[src/hw/mcuio_defines.svh]
// Register offsets, field positions, reset values and counts of the I/O port bank
`ifndef MCUIO_DEFINES_SVH
`define MCUIO_DEFINES_SVH
`define MCUIO_OFS_C_CFG 8'h00
`define MCUIO_OFS_C_DAT 8'h04
`define MCUIO_OFS_C_PIN 8'h08
`define MCUIO_OFS_G_CFG 8'h0c
`define MCUIO_OFS_G_DAT 8'h10
`define MCUIO_OFS_G_PIN 8'h14
`define MCUIO_OFS_L_CFG 8'h18
`define MCUIO_OFS_L_DAT 8'h1c
`define MCUIO_OFS_L_PIN 8'h20
`define MCUIO_OFS_D_DAT 8'h24
`define MCUIO_OFS_I_PIN 8'h28
`define MCUIO_OFS_STATUS 8'h2c
`define MCUIO_G_HALT_BIT 7
`define MCUIO_G_IDLE_BIT 6
`define MCUIO_G_ALT_SK_BIT 6
`define MCUIO_G_DLY_BIT 7
`define MCUIO_G_WDOG_PIN 1
`define MCUIO_G_SO_PIN 4
`define MCUIO_G_IN_PIN 6
`define MCUIO_G_OSC_PIN 7
`define MCUIO_L_TX_PIN 2
`define MCUIO_CFG_RESET 8'h00
`define MCUIO_DAT_RESET 8'h00
`define MCUIO_D_RESET 8'hff
`define MCUIO_RESTART_DELAY_CYCLES 10'd256
`endif

[src/hw/mcuio_pkg.sv]
// Types of the I/O port bank
package mcuio_pkg;
  typedef struct packed {
    logic pready;
    logic pslverr;
    logic [31:0] prdata;
    logic [7:0] c_cfg;
    logic [7:0] c_dat;
    logic [7:0] g_cfg;
    logic [7:0] g_dat;
    logic [7:0] l_cfg;
    logic [7:0] l_dat;
    logic [7:0] d_dat;
    logic [7:0] c_out;
    logic [7:0] c_oe_n;
    logic [7:0] c_pull;
    logic [7:0] g_out;
    logic [7:0] g_oe_n;
    logic [7:0] g_pull;
    logic [7:0] l_out;
    logic [7:0] l_oe_n;
    logic [7:0] l_pull;
    logic halt;
    logic idle;
    logic dly_busy;
    logic [9:0] dly_cnt;
    logic g7_prev;
    logic [7:0] wakeup;
    logic [10:0] alt_in;
    logic [2:0] comp1;
    logic [2:0] comp2;
  } mcuio_state_type;
endpackage

[src/hw/mcuio_pin_cell.sv]
// Per-bit pin set-up decode from configuration and data bits
`timescale 1ns/1ps
module mcuio_pin_cell (
  input wire logic [7:0] cfg,
  input wire logic [7:0] dat,
  output logic [7:0] pin_out,
  output logic [7:0] pin_oe_n,
  output logic [7:0] pin_pull
);
  // 0,0 hi-z input; 0,1 weak pull-up; 1,0 drive low; 1,1 drive high
  always_comb
  begin
    pin_out = cfg & dat;
    pin_oe_n = ~cfg;
    pin_pull = ~cfg & dat;
  end
endmodule

[src/hw/mcuio_port_bank.sv]
// I/O port bank: ports C, G, L (bidirectional), D (output), I (input)
`timescale 1ns/1ps
`include "mcuio_defines.svh"
// Notes on behaviour
// RULE1: cfg,data pair picks hi-z/pull-up/low/high
// RULE2: each bidirectional port has cfg and data registers
// RULE3: separate read-only location returns pin levels
// RULE4: writing one to G data bit7 halts
// RULE5: writing one to G data bit6 idles
// RULE6: G config bit6 selects alternate shift-clock phase
// RULE7: G config bit7 adds restart delay, R/C
// RULE8: G data bits 6,7 read zero
// RULE9: G: five I/O, pin6 input, pin1 fixed output
// RULE10: G pin1 driven only by watchdog error
// RULE11: crystal option: G pin7 is clock output
// RULE12: R/C option: G pin7 input, rise wakes halt
// RULE13: G pins carry serial, timer, interrupt functions
// RULE14: all L pins feed wakeup, Schmitt inputs
// RULE15: L pins route to USART and timers 2,3
// RULE16: port D output-only, high during reset
// RULE17: port I input-only, no drivers
// RULE18: port I pins serve two comparators
// RULE19: unbonded port C bits read arbitrary
// RULE20: reset clears C,G,L registers, pins hi-z
// RULE21: registers read back last written value
module mcuio_port_bank
  import mcuio_pkg::*;
(
  input wire logic pclk,
  input wire logic presetn,
  input wire logic psel,
  input wire logic penable,
  input wire logic pwrite,
  input wire logic [7:0] paddr,
  input wire logic [31:0] pwdata,
  output logic pready,
  output logic [31:0] prdata,
  output logic pslverr,
  input wire logic [7:0] port_c_in,
  output logic [7:0] port_c_out,
  output logic [7:0] port_c_oe_n,
  output logic [7:0] port_c_pullup,
  input wire logic [7:0] port_g_in,
  output logic [7:0] port_g_out,
  output logic [7:0] port_g_oe_n,
  output logic [7:0] port_g_pullup,
  input wire logic [7:0] port_l_in,
  output logic [7:0] port_l_out,
  output logic [7:0] port_l_oe_n,
  output logic [7:0] port_l_pullup,
  output logic [7:0] port_d_out,
  input wire logic [7:0] port_i_in,
  input wire logic osc_rc_option,
  input wire logic oscillator_clock_input,
  input wire logic watchdog_error_n,
  input wire logic wake_request,
  input wire logic serial_data_out,
  input wire logic serial_out_enable,
  input wire logic usart_transmit_pin,
  input wire logic usart_transmit_enable,
  output logic halt_state,
  output logic idle_state,
  output logic halt_restart_delay_active,
  output logic halt_restart_delay_enable,
  output logic serial_shift_phase_alt,
  output logic external_interrupt_input,
  output logic timer1_capture_input,
  output logic timer1_io,
  output logic serial_data_in,
  output logic serial_shift_clock,
  output logic usart_external_clock,
  output logic usart_receive_pin,
  output logic timer2_input_first,
  output logic timer2_input_second,
  output logic timer3_input_first,
  output logic timer3_input_second,
  output logic [7:0] multi_input_wakeup,
  output logic [2:0] comparator_one_pins,
  output logic [2:0] comparator_two_pins
);

  mcuio_state_type s_q;
  mcuio_state_type s_d;

  // Reset image is a constant so the asynchronous branch loads no logic
  localparam mcuio_state_type reset_image = '{
    c_cfg: `MCUIO_CFG_RESET, // RULE20
    c_dat: `MCUIO_DAT_RESET,
    g_cfg: `MCUIO_CFG_RESET,
    g_dat: `MCUIO_DAT_RESET,
    l_cfg: `MCUIO_CFG_RESET,
    l_dat: `MCUIO_DAT_RESET,
    c_oe_n: 8'hff,
    g_oe_n: 8'hff,
    l_oe_n: 8'hff,
    d_dat: `MCUIO_D_RESET, // RULE16
    default: '0
  };

  logic setup_ph;
  logic access_ph;
  logic wr;
  logic g7_rise;
  logic leave_halt;
  logic [7:0] c_cfg_nx;
  logic [7:0] c_dat_nx;
  logic [7:0] g_cfg_nx;
  logic [7:0] g_dat_nx;
  logic [7:0] l_cfg_nx;
  logic [7:0] l_dat_nx;

  logic [7:0] c_cell_out;
  logic [7:0] c_cell_oe_n;
  logic [7:0] c_cell_pull;
  logic [7:0] g_cell_out;
  logic [7:0] g_cell_oe_n;
  logic [7:0] g_cell_pull;
  logic [7:0] l_cell_out;
  logic [7:0] l_cell_oe_n;
  logic [7:0] l_cell_pull;

  function automatic logic hit(input logic [7:0] addr, input logic [7:0] ofs);
    hit = (addr == ofs);
  endfunction

  function automatic logic mapped(input logic [7:0] addr);
    mapped = hit(addr, `MCUIO_OFS_C_CFG) | hit(addr, `MCUIO_OFS_C_DAT) |
      hit(addr, `MCUIO_OFS_C_PIN) | hit(addr, `MCUIO_OFS_G_CFG) |
      hit(addr, `MCUIO_OFS_G_DAT) | hit(addr, `MCUIO_OFS_G_PIN) |
      hit(addr, `MCUIO_OFS_L_CFG) | hit(addr, `MCUIO_OFS_L_DAT) |
      hit(addr, `MCUIO_OFS_L_PIN) | hit(addr, `MCUIO_OFS_D_DAT) |
      hit(addr, `MCUIO_OFS_I_PIN) | hit(addr, `MCUIO_OFS_STATUS);
  endfunction

  function automatic logic read_only(input logic [7:0] addr);
    read_only = hit(addr, `MCUIO_OFS_C_PIN) | hit(addr, `MCUIO_OFS_G_PIN) |
      hit(addr, `MCUIO_OFS_L_PIN) | hit(addr, `MCUIO_OFS_I_PIN) |
      hit(addr, `MCUIO_OFS_STATUS);
  endfunction

  // Cells see next-state registers so pin drive lands with the write edge
  mcuio_pin_cell u_cell_c (
    .cfg(c_cfg_nx),
    .dat(c_dat_nx),
    .pin_out(c_cell_out),
    .pin_oe_n(c_cell_oe_n),
    .pin_pull(c_cell_pull)
  );

  mcuio_pin_cell u_cell_g (
    .cfg(g_cfg_nx),
    .dat(g_dat_nx),
    .pin_out(g_cell_out),
    .pin_oe_n(g_cell_oe_n),
    .pin_pull(g_cell_pull)
  );

  mcuio_pin_cell u_cell_l (
    .cfg(l_cfg_nx),
    .dat(l_dat_nx),
    .pin_out(l_cell_out),
    .pin_oe_n(l_cell_oe_n),
    .pin_pull(l_cell_pull)
  );

  function automatic logic [7:0] reg_next(
    input logic [7:0] cur,
    input logic sel,
    input logic [7:0] val
  );
    reg_next = sel ? val : cur;
  endfunction

  // Next register values kept apart from s_d so the pin cells form no loop
  // Writes take effect only at the access edge
  always_comb
  begin
    setup_ph = psel & ~penable;
    access_ph = psel & penable & s_q.pready;
    wr = access_ph & pwrite & mapped(paddr) & ~read_only(paddr);
    c_cfg_nx = reg_next(s_q.c_cfg, wr & hit(paddr, `MCUIO_OFS_C_CFG), pwdata[7:0]); // RULE2
    c_dat_nx = reg_next(s_q.c_dat, wr & hit(paddr, `MCUIO_OFS_C_DAT), pwdata[7:0]);
    g_cfg_nx = reg_next(s_q.g_cfg, wr & hit(paddr, `MCUIO_OFS_G_CFG), pwdata[7:0]);
    // Bits 6 and 7 are commands, not stored
    g_dat_nx = reg_next(s_q.g_dat, wr & hit(paddr, `MCUIO_OFS_G_DAT),
      {2'b00, pwdata[5:0]}); // RULE8
    l_cfg_nx = reg_next(s_q.l_cfg, wr & hit(paddr, `MCUIO_OFS_L_CFG), pwdata[7:0]);
    l_dat_nx = reg_next(s_q.l_dat, wr & hit(paddr, `MCUIO_OFS_L_DAT), pwdata[7:0]);
  end

  always_comb
  begin
    s_d = s_q;

    // Zero-wait slave: answer prepared in setup, presented in access
    s_d.pready = setup_ph;
    s_d.pslverr = setup_ph & (~mapped(paddr) | (pwrite & read_only(paddr)));
    s_d.prdata = '0;
    if (setup_ph & ~pwrite)
    begin
      case (1'b1)
        hit(paddr, `MCUIO_OFS_C_CFG): s_d.prdata[7:0] = s_q.c_cfg; // RULE21
        hit(paddr, `MCUIO_OFS_C_DAT): s_d.prdata[7:0] = s_q.c_dat;
        hit(paddr, `MCUIO_OFS_C_PIN): s_d.prdata[7:0] = port_c_in; // RULE3 RULE19
        hit(paddr, `MCUIO_OFS_G_CFG): s_d.prdata[7:0] = s_q.g_cfg;
        hit(paddr, `MCUIO_OFS_G_DAT): s_d.prdata[7:0] = {2'b00, s_q.g_dat[5:0]}; // RULE8
        hit(paddr, `MCUIO_OFS_G_PIN): s_d.prdata[7:0] = port_g_in;
        hit(paddr, `MCUIO_OFS_L_CFG): s_d.prdata[7:0] = s_q.l_cfg;
        hit(paddr, `MCUIO_OFS_L_DAT): s_d.prdata[7:0] = s_q.l_dat;
        hit(paddr, `MCUIO_OFS_L_PIN): s_d.prdata[7:0] = port_l_in;
        hit(paddr, `MCUIO_OFS_D_DAT): s_d.prdata[7:0] = s_q.d_dat;
        hit(paddr, `MCUIO_OFS_I_PIN): s_d.prdata[7:0] = port_i_in; // RULE17
        hit(paddr, `MCUIO_OFS_STATUS):
          s_d.prdata[7:0] = {4'h0, osc_rc_option, s_q.dly_busy, s_q.idle, s_q.halt};
        default: s_d.prdata = '0;
      endcase
    end

    s_d.c_cfg = c_cfg_nx; // RULE2
    s_d.c_dat = c_dat_nx;
    s_d.g_cfg = g_cfg_nx;
    s_d.g_dat = g_dat_nx; // RULE8
    s_d.l_cfg = l_cfg_nx;
    s_d.l_dat = l_dat_nx;
    s_d.d_dat = reg_next(s_q.d_dat, wr & hit(paddr, `MCUIO_OFS_D_DAT), pwdata[7:0]); // RULE16

    // Halt and idle; a new request wins over a wake in the same cycle
    g7_rise = osc_rc_option & port_g_in[`MCUIO_G_OSC_PIN] & ~s_q.g7_prev; // RULE12
    s_d.g7_prev = port_g_in[`MCUIO_G_OSC_PIN];
    leave_halt = s_q.halt & (wake_request | g7_rise);
    if (s_q.dly_busy)
    begin
      s_d.dly_cnt = s_q.dly_cnt - 10'd1;
      if (s_q.dly_cnt == 10'd1)
      begin
        s_d.dly_busy = 1'b0;
      end
    end
    if (leave_halt)
    begin
      s_d.halt = 1'b0;
      // Delay only matters for the R/C oscillator start-up
      if (s_q.g_cfg[`MCUIO_G_DLY_BIT] & osc_rc_option) // RULE7
      begin
        s_d.dly_busy = 1'b1;
        s_d.dly_cnt = `MCUIO_RESTART_DELAY_CYCLES;
      end
    end
    if (wake_request)
    begin
      s_d.idle = 1'b0;
    end
    if (wr & hit(paddr, `MCUIO_OFS_G_DAT) & pwdata[`MCUIO_G_HALT_BIT]) // RULE4
    begin
      s_d.halt = 1'b1;
    end
    if (wr & hit(paddr, `MCUIO_OFS_G_DAT) & pwdata[`MCUIO_G_IDLE_BIT]) // RULE5
    begin
      s_d.idle = 1'b1;
    end

    s_d.c_out = c_cell_out; // RULE1
    s_d.c_oe_n = c_cell_oe_n;
    s_d.c_pull = c_cell_pull;
    s_d.l_out = l_cell_out;
    s_d.l_oe_n = l_cell_oe_n;
    s_d.l_pull = l_cell_pull;
    if (usart_transmit_enable) // RULE15
    begin
      s_d.l_out[`MCUIO_L_TX_PIN] = usart_transmit_pin;
      s_d.l_oe_n[`MCUIO_L_TX_PIN] = 1'b0;
      s_d.l_pull[`MCUIO_L_TX_PIN] = 1'b0;
    end

    s_d.g_out = g_cell_out; // RULE9
    s_d.g_oe_n = g_cell_oe_n;
    s_d.g_pull = g_cell_pull;
    if (serial_out_enable) // RULE13
    begin
      s_d.g_out[`MCUIO_G_SO_PIN] = serial_data_out;
      s_d.g_oe_n[`MCUIO_G_SO_PIN] = 1'b0;
      s_d.g_pull[`MCUIO_G_SO_PIN] = 1'b0;
    end
    // Error output only ever pulls low, otherwise floats
    s_d.g_out[`MCUIO_G_WDOG_PIN] = 1'b0; // RULE10
    s_d.g_oe_n[`MCUIO_G_WDOG_PIN] = watchdog_error_n;
    s_d.g_pull[`MCUIO_G_WDOG_PIN] = 1'b0;
    s_d.g_out[`MCUIO_G_IN_PIN] = 1'b0; // RULE9
    s_d.g_oe_n[`MCUIO_G_IN_PIN] = 1'b1;
    s_d.g_pull[`MCUIO_G_IN_PIN] = 1'b0;
    s_d.g_out[`MCUIO_G_OSC_PIN] = osc_rc_option ? 1'b0 : oscillator_clock_input; // RULE11
    s_d.g_oe_n[`MCUIO_G_OSC_PIN] = osc_rc_option; // RULE12
    s_d.g_pull[`MCUIO_G_OSC_PIN] = 1'b0;

    // Alternate inputs pass through one flop; the bank adds one cycle
    s_d.alt_in = {port_g_in[0], port_g_in[2], port_g_in[3], port_g_in[6],
      port_g_in[5], port_l_in[1], port_l_in[3], port_l_in[4], port_l_in[5],
      port_l_in[6], port_l_in[7]}; // RULE13 RULE15
    s_d.wakeup = port_l_in; // RULE14
    s_d.comp1 = port_i_in[3:1]; // RULE18
    s_d.comp2 = port_i_in[6:4];
  end

  always_ff @(posedge pclk or negedge presetn)
  begin
    if (!presetn)
    begin
      s_q <= reset_image; // RULE20
    end
    else
    begin
      s_q <= s_d;
    end
  end

  // Schmitt buffering of L and G inputs is in the pad, not modelled here
  assign pready = s_q.pready;
  assign prdata = s_q.prdata;
  assign pslverr = s_q.pslverr;
  assign port_c_out = s_q.c_out;
  assign port_c_oe_n = s_q.c_oe_n;
  assign port_c_pullup = s_q.c_pull;
  assign port_g_out = s_q.g_out;
  assign port_g_oe_n = s_q.g_oe_n;
  assign port_g_pullup = s_q.g_pull;
  assign port_l_out = s_q.l_out;
  assign port_l_oe_n = s_q.l_oe_n;
  assign port_l_pullup = s_q.l_pull;
  assign port_d_out = s_q.d_dat; // RULE16
  assign halt_state = s_q.halt;
  assign idle_state = s_q.idle;
  assign halt_restart_delay_active = s_q.dly_busy;
  assign halt_restart_delay_enable = s_q.g_cfg[`MCUIO_G_DLY_BIT];
  assign serial_shift_phase_alt = s_q.g_cfg[`MCUIO_G_ALT_SK_BIT]; // RULE6
  assign external_interrupt_input = s_q.alt_in[10];
  assign timer1_capture_input = s_q.alt_in[9];
  assign timer1_io = s_q.alt_in[8];
  assign serial_data_in = s_q.alt_in[7];
  assign serial_shift_clock = s_q.alt_in[6];
  assign usart_external_clock = s_q.alt_in[5];
  assign usart_receive_pin = s_q.alt_in[4];
  assign timer2_input_first = s_q.alt_in[3];
  assign timer2_input_second = s_q.alt_in[2];
  assign timer3_input_first = s_q.alt_in[1];
  assign timer3_input_second = s_q.alt_in[0];
  assign multi_input_wakeup = s_q.wakeup;
  assign comparator_one_pins = s_q.comp1;
  assign comparator_two_pins = s_q.comp2;

endmodule

[config.mk]
export PLATFORM = sky130hd
export DESIGN_NAME = mcuio_port_bank
export DESIGN_NICKNAME = d
export VERILOG_FILES = /design/src/hw/mcuio_pkg.sv /design/src/hw/mcuio_pin_cell.sv /design/src/hw/mcuio_port_bank.sv
export VERILOG_INCLUDE_DIRS = /design/src /design/src/hw
export SDC_FILE = /design/constraint.sdc
export NUM_CORES = 1
export LEC_CHECK = 0
export BUFFER_PORTS_ARGS = -buffer_cell sky130_fd_sc_hd__buf_2
export CORE_MARGIN = 2
export CORE_UTILIZATION = 35
export CTS_CLUSTER_DIAMETER = 40
export DETAILED_ROUTE_END_ITERATION = 16
export GPL_ROUTABILITY_DRIVEN = 1
export HOLD_SLACK_MARGIN = 0.15
export PLACE_DENSITY = 0.7
export RECOVER_POWER = 25
export SLEW_MARGIN = 30
export SYNTH_ARGS = -nofsm -noshare
export SYNTH_HDL_FRONTEND = slang
export SYNTH_HIERARCHICAL = 1
export SYNTH_SLANG_ARGS = --single-unit
export TNS_END_PERCENT = 5
[constraint.sdc]
create_clock -name pclk -period 3.1 [get_ports pclk]
set_input_delay 0.155 -clock pclk [delete_from_list [all_inputs] [get_ports pclk]]
set_output_delay 0.155 -clock pclk [all_outputs]
set_load 0.01 [all_outputs]
**Word-level counts from Yosys, hierarchy flattened**

Cells that the tools add are included.

- Mux-type cells: 34
- Reduce and logical (&&, ||, !) cells: 3
- Add/subtract/negate cells: 1
- Bitwise logic cells: 53
- Eq/ne operators: 12

Operators by type and width:

| operator | count |
|---|---|
| 8-bit 2-to-1 mux | 18 |
| 11-bit 2-to-1 mux | 3 |
| 8-bit AND | 4 |
| 8-bit by 5-bit == test with 1-bit output, second input constant | 4 |
| 8-bit by 6-bit == test with 1-bit output, second input constant | 4 |
| 1-bit AND | 22 |
| 1-bit bitwise OR | 17 |
| 8-bit by 4-bit == test with 1-bit output, second input constant | 2 |
| 8-bit NOT | 2 |
| 6-bit AND | 2 |
| 1-bit 2-to-1 mux | 12 |
| 10-bit by 1-bit == test with 1-bit output, second input constant | 1 |
| 10-bit by 1-bit subtractor with 10-bit output, second input constant | 1 |
| 8-bit by 3-bit == test with 1-bit output, second input constant | 1 |
| 8-bit logical NOT | 1 |
| 6-bit NOT | 1 |
| 1-bit NOT | 5 |
| 4-bit 2-to-1 mux | 1 |
| 2-bit nonzero test | 2 |

- Bits of input ports: 85
- Bits in registers: 171
- Word-level logic and storage cells: 131
- Output and inout bits: 144

**Depth between registers and ports, before layout**

Gate-level depths: netlist of the first run.

- Depth in word-level cells: 19
- Depth in mapped cells: 8
- Mapped depth without buffers: 7

**Cells and area by module**

Netlist of the first run, hierarchy kept.

By module, submodules not included:

| module | sequential area each (um^2) | times used | area each (um^2) | cells an instance |
|---|---|---|---|---|
| mcuio_port_bank | 4167.7 | 1 | 7320.8 | 600 |
| mcuio_pin_cell | 0.0 | 3 | 130.1 | 24 |

**Worst setup path before layout of the first run**

No wires, ideal clock.

- Path type: in2reg
- Start point: input port paddr[2]
- End point: register s_q, in the netlist port_g_out[4]
- Slack: 0.752 ns
- Path buffers: 1
- Arrival: 2.223 ns
- Stages: 8
- Setup time: 0.125 ns
- Data required time: 2.975 ns
- Cell sequence: buf_2 > nor2b_1 > a221o_1 > nor3_4 > nand2_1 > mux2_2 > and2_1 > mux2_2

RTL lines:

| item | RTL line | RTL |
|---|---|---|
| start, declared | mcuio_port_bank.sv:34 | `input wire logic [7:0] paddr,` |
| end signal, assigned | mcuio_port_bank.sv:308 | `s_q <= reset_image;` |
| end, declared | mcuio_port_bank.sv:82 | `mcuio_state_type s_q;` |

**Worst setup path in the final report of the first run**

- Start point: input port paddr[2]
- End point: register s_q, in the netlist port_c_out[6]

- Word-level cells in the longest chain between the ends: 17
- Elaborated cells on any way between the ends: 35
- Those cells by class: 11 x eq/ne; 2 x mux; 21 x bitwise; 1 x reduce/logical

Ends and longest elaborated chain:

| item | RTL line | RTL |
|---|---|---|
| 8-bit by 3-bit == test with 1-bit output or 8-bit logical NOT (tied branches) | mcuio_port_bank.sv:123 | `hit = (addr == ofs);` |
| 1-bit bitwise OR (11 in series) | mcuio_port_bank.sv:127 | `` mapped = hit(addr, `MCUIO_OFS_C_CFG) \| hit(addr, `MCUIO_OFS_C_DAT) \| `` |
| 1-bit AND (2 in series) | mcuio_port_bank.sv:180 | `wr = access_ph & pwrite & mapped(paddr) & ~read_only(paddr);` |
| 1-bit AND * | mcuio_port_bank.sv:182 | `` c_dat_nx = reg_next(s_q.c_dat, wr & hit(paddr, `MCUIO_OFS_C_DAT), pwdata[7:0]); `` |
| 8-bit 2-to-1 mux * | mcuio_port_bank.sv:171 | `reg_next = sel ? val : cur;` |
| named net c_dat_nx[6] | mcuio_port_bank.sv:106 | `logic [7:0] c_dat_nx;` |
| 8-bit AND * | mcuio_pin_cell.sv:13 | `pin_out = cfg & dat;` |
| named net c_cell_out[6] | mcuio_port_bank.sv:112 | `logic [7:0] c_cell_out;` |

The timed path passes the listed nets; every way through them passes the cells marked *.
A chain may end at the register's enable or synchronous reset.

==> summary.md, run 1 <==
| Metric | Value |
|---|---|
| Post-Synthesis Cells | `659` |
| Storage element area | `4120 um2` |
| Final hold vios | `0` |
| Critical Path, Cell by Cell | `buf_2 -> nor2b_1 -> a221o_1 -> nor3_4 -> nand3_2 -> mux2_2 -> and2_1` |
| 1st-iter DRT viols | `331` |
| Gr ovfl total | `0` |
| Nets@finish | `883` |
| TritonCTS clock tree | `yes` |
| RSZ-0062 raised after global routing | `false` |
| Io pins | `229` |
| Slowest-stage cell, CP | `nor3_4` |
| Critical Path Fanout Max | `16` |
| Ratio of cells with drive above 1 in the final layout | `36.4%` |
| Vias in the first global route | `5,134` |
| Sum Neg Setup Slack | `0 ns` |
| Post-DR vias/cell | `4.67` |
| Max-slew headroom | `-38.7%` |
| First-pass GRT wire length | `29,000 um` |
| Vias | `5,063` |
| Worst-Skew Late Latency | `0.42 ns` |
| DR pass1 iterations | `4` |
| Largest net degree at the start of global routing | `84` |
| Hold-fix buffer count after cts | `43` |
| Placed Cells | `1,009` |
| Element type at the critical path end | `register` |
| Initial Utilization | `35.9%` |
| Post-route ant nets | `0` |
| Slew Viols, Final | `83` |
| Number of gates resized after cts | `0` |
| Failing checks | `capacitance limit, slew limit` |
| Setup CP Type | `input pin to register` |
| Worst hold path type | `input pin to register` |
| Tot Pwr | `4610 uW` |
| TritonCTS Buffers | `17` |
| Fillers | `2,030` |
| Die ar. | `22,900 um2` |
| Port Buffers | `174` |
| DRC | `0` |
| Die Span Y | `151 um` |
| GRT Overall Usage | `17.3%` |
| Delay-heaviest family, CP | `simple AND/OR/NAND/NOR gates` |
| CP arrival | `2.52 ns` |
| Setup violators final | `0` |
| CP max stage delay | `0.50 ns` |
| Post-Route Skew | `0.00850 ns` |
| Initial antenna violation count | `3` |
| CP Launch Type | `input pin` |
| Root Buffer | `clkbuf_16` |
| Post-DP HPWL | `13,900 um` |
| Max-cap violation count | `1` |
| Total core area | `21,200 um2` |
| Cell Count, Final, Fillers Out | `1,084` |
| Power density of the placed cells | `509 nW/um2` |
| Leak pwr | `0.00435 uW` |
| Slew @ Worst Pin | `2.08 ns` |
| Clock transition at path regs | `0.06 ns` |
| Status | `complete, but fails checks` |
| Period utilisation layout | `71.4%` |
| Multi-input logic area | `2450 um2` |
| FP Rows | `53` |
| Fmax | `452 MHz` |
| Post-CTS Setup Bufs | `0` |
| Routed WL per cell | `17.8 um` |
| RePlAce Congestion | `0.849` |
| Synth Area per Inst | `11.5 um2` |
| Sink Count | `163` |
| Die Width | `151 um` |
| Max clock buf depth | `2` |
| Syn-to-layout area delta | `19.1%` |
| Cell Area, Synth | `7600 um2` |
| Final wirelength | `19,300 um` |
| Worst path bufs/invs | `1` |
| Yosys Warn Count | `6` |
| H-tree levels | `4` |
| Worst EP required | `3.41 ns` |
| Peak VDD IR | `340 uV` |
| Min Tclk post-route | `2.21 ns` |
==> layout by cell type (no fill, tap or decap), types with 21 or more instances in the layout <==
cell type and instances:
buf_2 146, dfrtp_1 132, mux2_2 56, dlygate4sd3_1 43, nor2b_1 38, inv_1 31
dfstp_2 31, conb_1 30, clkbuf_1 28, nand2_1 25, nor2_1 23, o21ai_0 21
and2_1 21
==> where the power goes <==
group	total [uW]	switching, uW	internal [uW]
registers	2160	5.61	2150
logic	306	188	118
clock network	2150	859	1290
total	4610	1050	3560
==> registers in the layout, indices dropped and copies added (netlist names), 2 cells and up <==
register	flops
port_c_out	8
port_g_pullup	5
multi_input_wakeup	2
comparator_two_pins	3
port_l_pullup	8
port_l_oe_n	8
port_c_oe_n	8
port_g_out	6
port_l_out	8
comparator_one_pins	3
port_d_out	8
port_c_pullup	8
prdata	8
s_q	55
port_g_oe_n	7
==> final timing paths <==
kind / startpoint / endpoint / slack [ns] / depth (start not counted)
worst max-delay path: paddr[2] / port_c_out[6]$_DFF_PN0_ / 0.89 / 7
worst max register to register: pready$_DFF_PN0_ / port_c_out[6]$_DFF_PN0_ / 0.95 / 5
worst min register to register: s_q[144]$_DFF_PN0_ / s_q[144]$_DFF_PN0_ / 0.51 / 1
worst min-delay path: port_g_in[4] / prdata[4]$_DFF_PN0_ / 0.20 / 4
min in group asynchronous: presetn / port_g_out[2]$_DFF_PN0_ / 0.84 / 2
max in group asynchronous: presetn / port_c_oe_n[3]$_DFF_PN1_ / 0.91 / 3
==> tightest hold or removal path: stages <==
cell	delay, ns
buf_2	0.10
nand2_1	0.06
a32o_1	0.16
a311oi_1	0.09
==> per-stage QoR <==
stage          setup slack [ns]  instance area (um2)  util (%)  hold WS [ns]
2_1_floorplan             0.752                 7700         -        -0.141
3_3_place_gp              0.520                 8050      38.1         0.263
3_5_place_dp              0.499                 8050      38.1         0.264
4_1_cts                   0.943                 9090      43.0         0.173
5_1_grt                   0.513                 9050      42.8         0.231
6_report                  0.886                 9050      42.8         0.197
==> routing by layer <==
metal	vias to the layer above	wire [um]	track usage (%)
li1	2343	-	-
met1	2503	7960	21.7
met2	186	9440	28.0
met3	27	1510	5.30
met4	4	348	6.21
met5	-	25	0
==> cell type report <==
cell class	instances	share of cell area, %
clock buffers	19	4.89
well taps	275	3.80
multi-input cells	348	27.1
diodes	1	0.0277
flip-flops and latches	163	45.5
repair buffers	235	15.6
clock inverters	12	1.77
inverters	31	1.29
(Power assumes the default switching activity.)
==> inputs of run 2 (changes only) <==
--- a/config.mk
+++ b/config.mk
@@ -6,6 +6,7 @@
 export SDC_FILE = /design/constraint.sdc
 export NUM_CORES = 1
 export LEC_CHECK = 0
+export ABC_AREA = 1
 export BUFFER_PORTS_ARGS = -buffer_cell sky130_fd_sc_hd__buf_2
 export CORE_MARGIN = 2
 export CORE_UTILIZATION = 35
==> constraint.sdc (replaced) <==
create_clock -name pclk -period 2.2 [get_ports pclk]
set_input_delay 0.11 -clock pclk [delete_from_list [all_inputs] [get_ports pclk]]
set_output_delay 0.11 -clock pclk [all_outputs]
set_load 0.01 [all_outputs]
==> run 2 against run 1 <==
The flow now finishes without violations. Sequential power up 42%. Highest routed layer unchanged. Synthesized cell count increased by 27%. Die area is 2.6% higher.
==> summary.md, run 2 <==
| Metric | Value |
|---|---|
| Status | `completed` |
| R2r setup slk | `0.31 ns (-0.64 ns)` |
| TritonCTS Buffers | `17 (unchanged)` |
| Met2 GRT Util | `28.1% (+0.051 points)` |
| CP arrival | `2.23 ns (-0.29 ns)` |
| CP max stage delay | `0.53 ns (+0.03 ns)` |
| Post-route ant nets | `0 (unchanged)` |
| Vias in the first global route | `5,643 (+9.9%)` |
| Port Buffers | `174 (unchanged)` |
| GRT Max-Usage Layer | `met2` |
| Post-DP HPWL | `14,900 um (+7.4%)` |
| Period utilisation layout | `87.7%` |
| Sum Neg Setup Slack | `0 ns (unchanged)` |
| Syn-to-layout area delta | `19.3%` |
| M1 GR Usage | `22.7% (+0.95 points)` |
| Max-slew headroom | `54.7% (+93 points)` |
| Critical Path Fanout Max | `9 (-7)` |
| Largest net degree at the start of global routing | `69 (-18%)` |
| TritonCTS clock tree | `yes` |
| R2R cell count | `6 (+1)` |
| Worst R2R Start | `pready$_DFF_PN0_` |
| M3 GR Usage | `5.05% (-0.25 points)` |
| Most frequent cells in the layout | `buf_2, nand2_1, dfrtp_1` |
| Reg-to-reg endpoint | `port_l_pullup[1]$_DFF_PN0_` |
| Post-Route Skew | `0.0144 ns (+0.00587 ns)` |
| GRT Overall Usage | `17.4% (+0.098 points)` |
| Leak pwr | `0.00477 uW (+9.8%)` |
| Final hold vios | `0 (unchanged)` |
| Final wirelength | `19,700 um (+2.3%)` |
| FP Rows | `54 (+1.9%)` |
| Vias | `5,618 (+11%)` |
| Max reg flops | `55 (unchanged)` |
| Worst hold endpoint | `port_d_out[3]$_DFFE_PN1P_` |
| RePlAce Congestion | `0.903 (+6.3%)` |
| Sink Count | `163 (unchanged)` |
| Biggest register | `s_q` |
| Max-cap violation count | `0 (-1)` |
| H-tree levels | `4 (unchanged)` |
| Crit path depth | `8 (+1)` |
| Routed WL per cell | `15.3 um (-14%)` |
| Hold Crit Start | `pwdata[3]` |
| Slowest-stage cell, CP | `dlygate4sd3_1` |
| Max clock buf depth | `2 (unchanged)` |
| Min Tclk post-route | `1.93 ns` |
| Clock transition at path regs | `0.07 ns (about the same)` |
| Power density of the placed cells | `693 nW/um2 (+36%)` |
| Placed Cells | `1,206 (+20%)` |
| Die Width | `153 um (+1.3%)` |
| Worst-Skew Late Latency | `0.43 ns (about the same)` |
| Peak VDD IR | `493 uV (+45%)` |
| Worst path bufs/invs | `3 (+2)` |
| Slew @ Worst Pin | `0.680 ns (-1.40 ns)` |
| Io pins | `229 (unchanged)` |
| Fmax | `518 MHz` |
| Setup violators final | `0 (unchanged)` |
| RSZ-0062 raised after global routing | `false` |
| Root Buffer | `clkbuf_16` |
| Gr ovfl total | `0 (unchanged)` |
| 1st-iter DRT viols | `352 (+6.3%)` |
| Cell Area, Synth | `7800 um2 (+2.7%)` |
| CP Launch Type | `input pin` |
| Most common cell after layout, fill and taps aside | `buf_2` |
| Synth Area per Inst | `9.33 um2 (-19%)` |
| Delay-heaviest family, CP | `buffers and inverters` |
| Slew Viols, Final | `0 (-100%)` |
| Setup CP Type | `input pin to register` |
| Critical Path, Cell by Cell | `dlygate4sd3_1 -> buf_2 -> nand4_1 -> nor2_8 -> nand3_4 -> buf_4 -> o21ai_1 -> nor2_1` |
| Element type at the critical path end | `register` |
| DRC | `0 (unchanged)` |
| First-pass GRT wire length | `31,100 um (+7.4%)` |
| Initial antenna violation count | `5 (+2)` |
| Yosys Warn Count | `6 (unchanged)` |
| Cell Count, Final, Fillers Out | `1,289 (+19%)` |
| Worst hold path type | `input pin to register` |
| Hold path depth | `3 (-1)` |
| Post-Synthesis Cells | `836 (+27%)` |
| Total core area | `21,800 um2 (+3.2%)` |
| Worst EP required | `2.50 ns (-0.91 ns)` |
| Die ar. | `23,500 um2 (+2.6%)` |
| Initial Utilization | `35.7% (-0.18 points)` |
| Nets@finish | `1,078 (+22%)` |
| Ratio of cells with drive above 1 in the final layout | `30.7% (-5.7 points)` |
| DR pass1 iterations | `5 (+1)` |
| Post-DR vias/cell | `4.36 (-6.7%)` |
| Die Span Y | `153 um (+1.3%)` |
==> run 2: area by class of cell <==
type / count / area [um2]
fillers: 2168 / 12500
flip-flops and latches: 163 / 4120
multi-input cells: 433 / 2250
repair buffers: 242 / 1480
inverters: 134 / 505
clock buffers: 17 / 425
well taps: 280 / 350
clock inverters: 15 / 159
diodes: 5 / 12.5
==> run 2: routing by layer <==
metal | vias to the layer above | share of wire [%] | routed length [um]
met1 | 2642 | 43 | 8430
li1 | 2744 | - | -
met5 | - | 0.066 | 13
met4 | 2 | 1.6 | 306
met2 | 204 | 48 | 9490
met3 | 26 | 7.6 | 1500
==> run 2: worst max-delay path by stage <==
stage / startpoint / endpoint / slack, ns
final: pwrite / port_l_pullup[1]$_DFF_PN0_ / 0.27
after global routing: penable / prdata[4]$_DFF_PN0_ / 0.14
after CTS: pready$_DFF_PN0_ / port_l_pullup[0]$_DFF_PN0_ / 0.31
after detailed placement: paddr[7] / port_g_pullup[3]$_DFF_PN0_ / 0.08
after global placement: paddr[7] / port_l_pullup[1]$_DFF_PN0_ / 0.13
after floorplan: paddr[6] / port_l_out[2]$_DFF_PN0_ / 0.41
==> run 2: through the flow <==
stage	area [um2]	hold slack [ns]	utilization [%]	setup WS [ns]	power [uW]
global placement	8300	0.175	38.1	0.130	3470
floorplan	7910	-0.186	-	0.407	3320
global route	9300	0.170	42.6	0.138	6720
detailed placement	8300	0.167	38.1	0.0807	3470
finish	9310	0.158	42.6	0.271	6450
CTS	9350	0.153	42.8	0.313	6550
==> run 2: report_power, final <==
part | switching (uW) | internal, uW | total, uW | leakage [uW]
clock network | 1370 | 1610 | 2990 | 0.000280
logic | 256 | 151 | 407 | 0.00241
registers | 19.7 | 3040 | 3060 | 0.00208
==> run 2: what timing repair did <==
| item | in CTS | in global routing |
|---|---|---|
| endpoints found under the hold margin | 114 | 0 |
| buffers inserted | 0 | 0 |
| hold buffers | 46 | 0 |
| resized for setup | 0 | 0 |
==> run 2: worst min-delay path, cell delays in order <==
cell	delay [ns]
buf_2	0.08
inv_1	0.17
o21ai_1	0.19
==> inputs of run 3 (changes only) <==
--- a/config.mk
+++ b/config.mk
@@ -19,6 +19,5 @@
 export SLEW_MARGIN = 30
 export SYNTH_ARGS = -nofsm -noshare
 export SYNTH_HDL_FRONTEND = slang
-export SYNTH_HIERARCHICAL = 1
 export SYNTH_SLANG_ARGS = --single-unit
 export TNS_END_PERCENT = 5
==> run 3 against run 2 <==
Clock skew decreased by 0.0057 ns. Final cell count barely moved. Power decreased by 2.1%. The flow now finishes with violations (capacitance limit, slew limit). Routed wire length rose by 1.4%.
==> summary.md, run 3 <==
| Metric | Value |
|---|---|
| Fillers | `2,051 (-5.4%)` |
| Io pins | `229 (unchanged)` |
| Post-Route Skew | `0.00866 ns (-0.00571 ns)` |
| Setup violators final | `0 (unchanged)` |
| Nets@finish | `1,089 (+1.0%)` |
| Leak pwr | `0.00478 uW (+0.12%)` |
| N_diodes | `0 (-5)` |
| Internal power | `4760 uW (-0.87%)` |
| Number of gates resized after cts | `0 (unchanged)` |
| Initial antenna violation count | `0 (-5)` |
| Element type at the critical path end | `register` |
| Most common cell after layout, fill and taps aside | `buf_2` |
| Max-cap violation count | `1 (+1)` |
| Post-Synthesis Cells | `825 (-1.3%)` |
| Largest net degree at the start of global routing | `61 (-12%)` |
| Most frequent cells in the layout | `buf_2, nand2_1, dfrtp_1` |
| Routed WL per cell | `15.5 um (+1.3%)` |
| Reg-to-reg endpoint | `idle_state$_DFFE_PN0P_` |
| Combinational fraction of design power | `5.9% (-0.4 points)` |
| Failing checks | `capacitance limit, slew limit` |
| Status | `complete, but fails checks` |
| Biggest register | `s_q` |
| Vias | `5,750 (+2.3%)` |
| Root Buffer | `clkbuf_16` |
| Sw Ratio | `24.6% (-0.96 points)` |
| Post-DP HPWL | `15,200 um (+1.8%)` |
| Area leader, netlist | `dfrtp_1` |
| CP Launch Type | `input pin` |
| Gr ovfl total | `0 (unchanged)` |
| Sum Neg Setup Slack | `0 ns (unchanged)` |
| Cell Area, Synth | `7570 um2 (-3.0%)` |
| Ratio of cells with drive above 1 in the final layout | `31.3% (+0.65 points)` |
| Setup CP Type | `input pin to register` |
| Slew @ Worst Pin | `1.55 ns (+0.874 ns)` |
| Top post-synthesis cells by area | `dfrtp_1, buf_4, dfstp_2` |
| CP arrival | `2.44 ns (+0.21 ns)` |
| Final wirelength | `20,000 um (+1.4%)` |
| FP Rows | `53 (-1.9%)` |
| Die Span Y | `151 um (-1.5%)` |
| R2R cell count | `6 (unchanged)` |
| Synth cell types | `37` |
| #FFs+latches synth | `163` |
| Worst EP required | `2.57 ns (+0.07 ns)` |
| DR pass1 iterations | `5 (unchanged)` |
| Worst R2R Start | `pready$_DFF_PN0_` |
| Die ar. | `22,800 um2 (-2.9%)` |
| Slew Viols, Final | `60 (+60)` |
| GRT Overall Usage | `18.0% (+0.65 points)` |
| Top cell type's share of synthesized area | `43.6%` |
| Most frequent cell after synthesis | `nand2_1` |
| Critical Path Fanout Max | `6 (-3)` |
| Max-slew headroom | `-3.64% (-58 points)` |
| Most common flop cell mapped by yosys | `dfrtp_1` |
| Max reg flops | `53 (-3.6%)` |
| Clock share of power | `45.9% (-0.4 points)` |
| First-pass GRT wire length | `30,200 um (-3.0%)` |
| Post-route ant nets | `0 (unchanged)` |
| Sequential area share after synthesis | `54.4%` |
| RePlAce Congestion | `0.913 (+1.2%)` |
| DRC | `0 (unchanged)` |
| Min Tclk post-route | `2.07 ns (+0.141 ns)` |
| Worst hold endpoint | `pslverr$_DFF_PN0_` |
| TritonCTS Buffers | `17 (unchanged)` |
| Share of total power in sequential cells | `48.2% (+0.8 points)` |
| Cell Count, Final, Fillers Out | `1,290 (+0.078%)` |
| Net Switching | `1550 uW (-5.8%)` |
| Synth cell count leaders | `nand2_1, dfrtp_1, buf_4` |
| Vias in the first global route | `5,487 (-2.8%)` |
| Hold Crit Start | `paddr[2]` |
| Syn-to-layout area delta | `22.2%` |
| 1st-iter DRT viols | `327 (-7.1%)` |
| Initial Utilization | `35.8% (about the same)` |
| Hold path depth | `6 (+3)` |
| TritonCTS clock tree | `yes` |
| Max clock buf depth | `2 (unchanged)` |
| Clock transition at path regs | `0.07 ns (about the same)` |
| H-tree levels | `4 (unchanged)` |
| RSZ-0062 raised after global routing | `false` |
| R2r setup slk | `0.31 ns (about the same)` |
| Total core area | `21,200 um2 (-3.1%)` |
| Yosys Warn Count | `0 (-6)` |
| Fraction of registers with async set/reset | `100%` |
| Period utilisation layout | `94.1% (+6.4 points)` |
| Sink Count | `163 (unchanged)` |
| Synth Area per Inst | `9.17 um2 (-1.7%)` |
| Fmax | `483 MHz (-6.8%)` |
| Final hold vios | `0 (unchanged)` |
| Power density of the placed cells | `683 nW/um2 (-1.5%)` |
| Die Width | `151 um (-1.5%)` |
| Worst hold path type | `input pin to register` |
| EDFF count, synth | `0` |
| Peak VDD IR | `490 uV (-0.70%)` |
| Worst-Skew Late Latency | `0.43 ns (about the same)` |
| Post-DR vias/cell | `4.46 (+2.3%)` |
| Port Buffers | `174 (unchanged)` |
| Placed Cells | `1,208 (+0.17%)` |
run 3: logic make-up after synthesis:
family / share of synthesized area (%)
simple gates: 16.5
compound gates: 8.50
xor+xnor: 0.347
flops: 54.4
buf+inv: 19.8
other cells: 0.0992
fa+ha+maj: 0.331
run 3: area by class of cell:
cell class	count	area, um2	area share, %
Clock inverter	15	148	1.60
Multi-Input combinational cell	425	2050	22.2
Clock buffer	17	425	4.60
Tap cell	275	344	3.72
Timing Repair Buffer	264	1660	18.0
Inverter	131	492	5.32
Sequential cell	163	4120	44.5
run 3: worst max-delay path by stage:
stage,startpoint,end,slack [ns],depth (start not counted)
floorplan,paddr[6],port_c_pullup[5]$_DFF_PN0_,0.55,12
global placement,paddr[6],port_c_pullup[0]$_DFF_PN0_,0.23,14
detailed placement,paddr[6],port_c_pullup[0]$_DFF_PN0_,0.22,14
CTS,penable,prdata[6]$_DFF_PN0_,0.16,10
global route,presetn,s_q[31]$_DFF_PN0_,0.04,3
finish,penable,prdata[6]$_DFF_PN0_,0.13,10
run 3: metal layers:
layer  wire, um  up-vias  part of all wire (%)  global-route usage, %
li1           -     2754                     -                      -
met1       8610     2742                    43                   23.5
met2       9520      229                    48                   28.8
met3       1500       25                   7.5                   5.06
met4        387        0                   1.9                   6.17
met5          0        -                     0                      0
run 3: power groups by stage:
stage | sequential (uW) | clock [uW] | combinational, uW
floorplan | 3100 | 0 | 158
global placement | 3090 | 0 | 314
detailed placement | 3100 | 0 | 316
CTS | 3040 | 2970 | 386
global route | 3040 | 3120 | 418
finish | 3040 | 2900 | 374
run 3: what timing repair did:
action,CTS,global route
hold endpoints to repair,212,0
hold buffers,50,0
endpoints found under the setup margin,0,0
buffers inserted,0,0
run 3: critical path: stages:
cell and delay (ns):
dlygate4sd3_1 0.54, buf_2 0.13, nor2_1 0.09, dlygate4sd3_1 0.59
inv_1 0.06, nor2_1 0.38, inv_1 0.17, a21oi_1 0.18
o21ai_0 0.10, inv_1 0.09
run 3: through the flow:
stage	utilization (%)	area (um2)	hold WS [ns]	total power, uW	setup slack (ns)
after floorplan	-	7670	-0.186	3260	0.549
after global placement	38.8	8210	0.108	3410	0.229
after detailed placement	38.8	8210	0.114	3410	0.224
after CTS	43.9	9280	0.226	6400	0.155
after global routing	43.7	9250	0.306	6580	0.0351
final	43.7	9250	0.306	6310	0.130
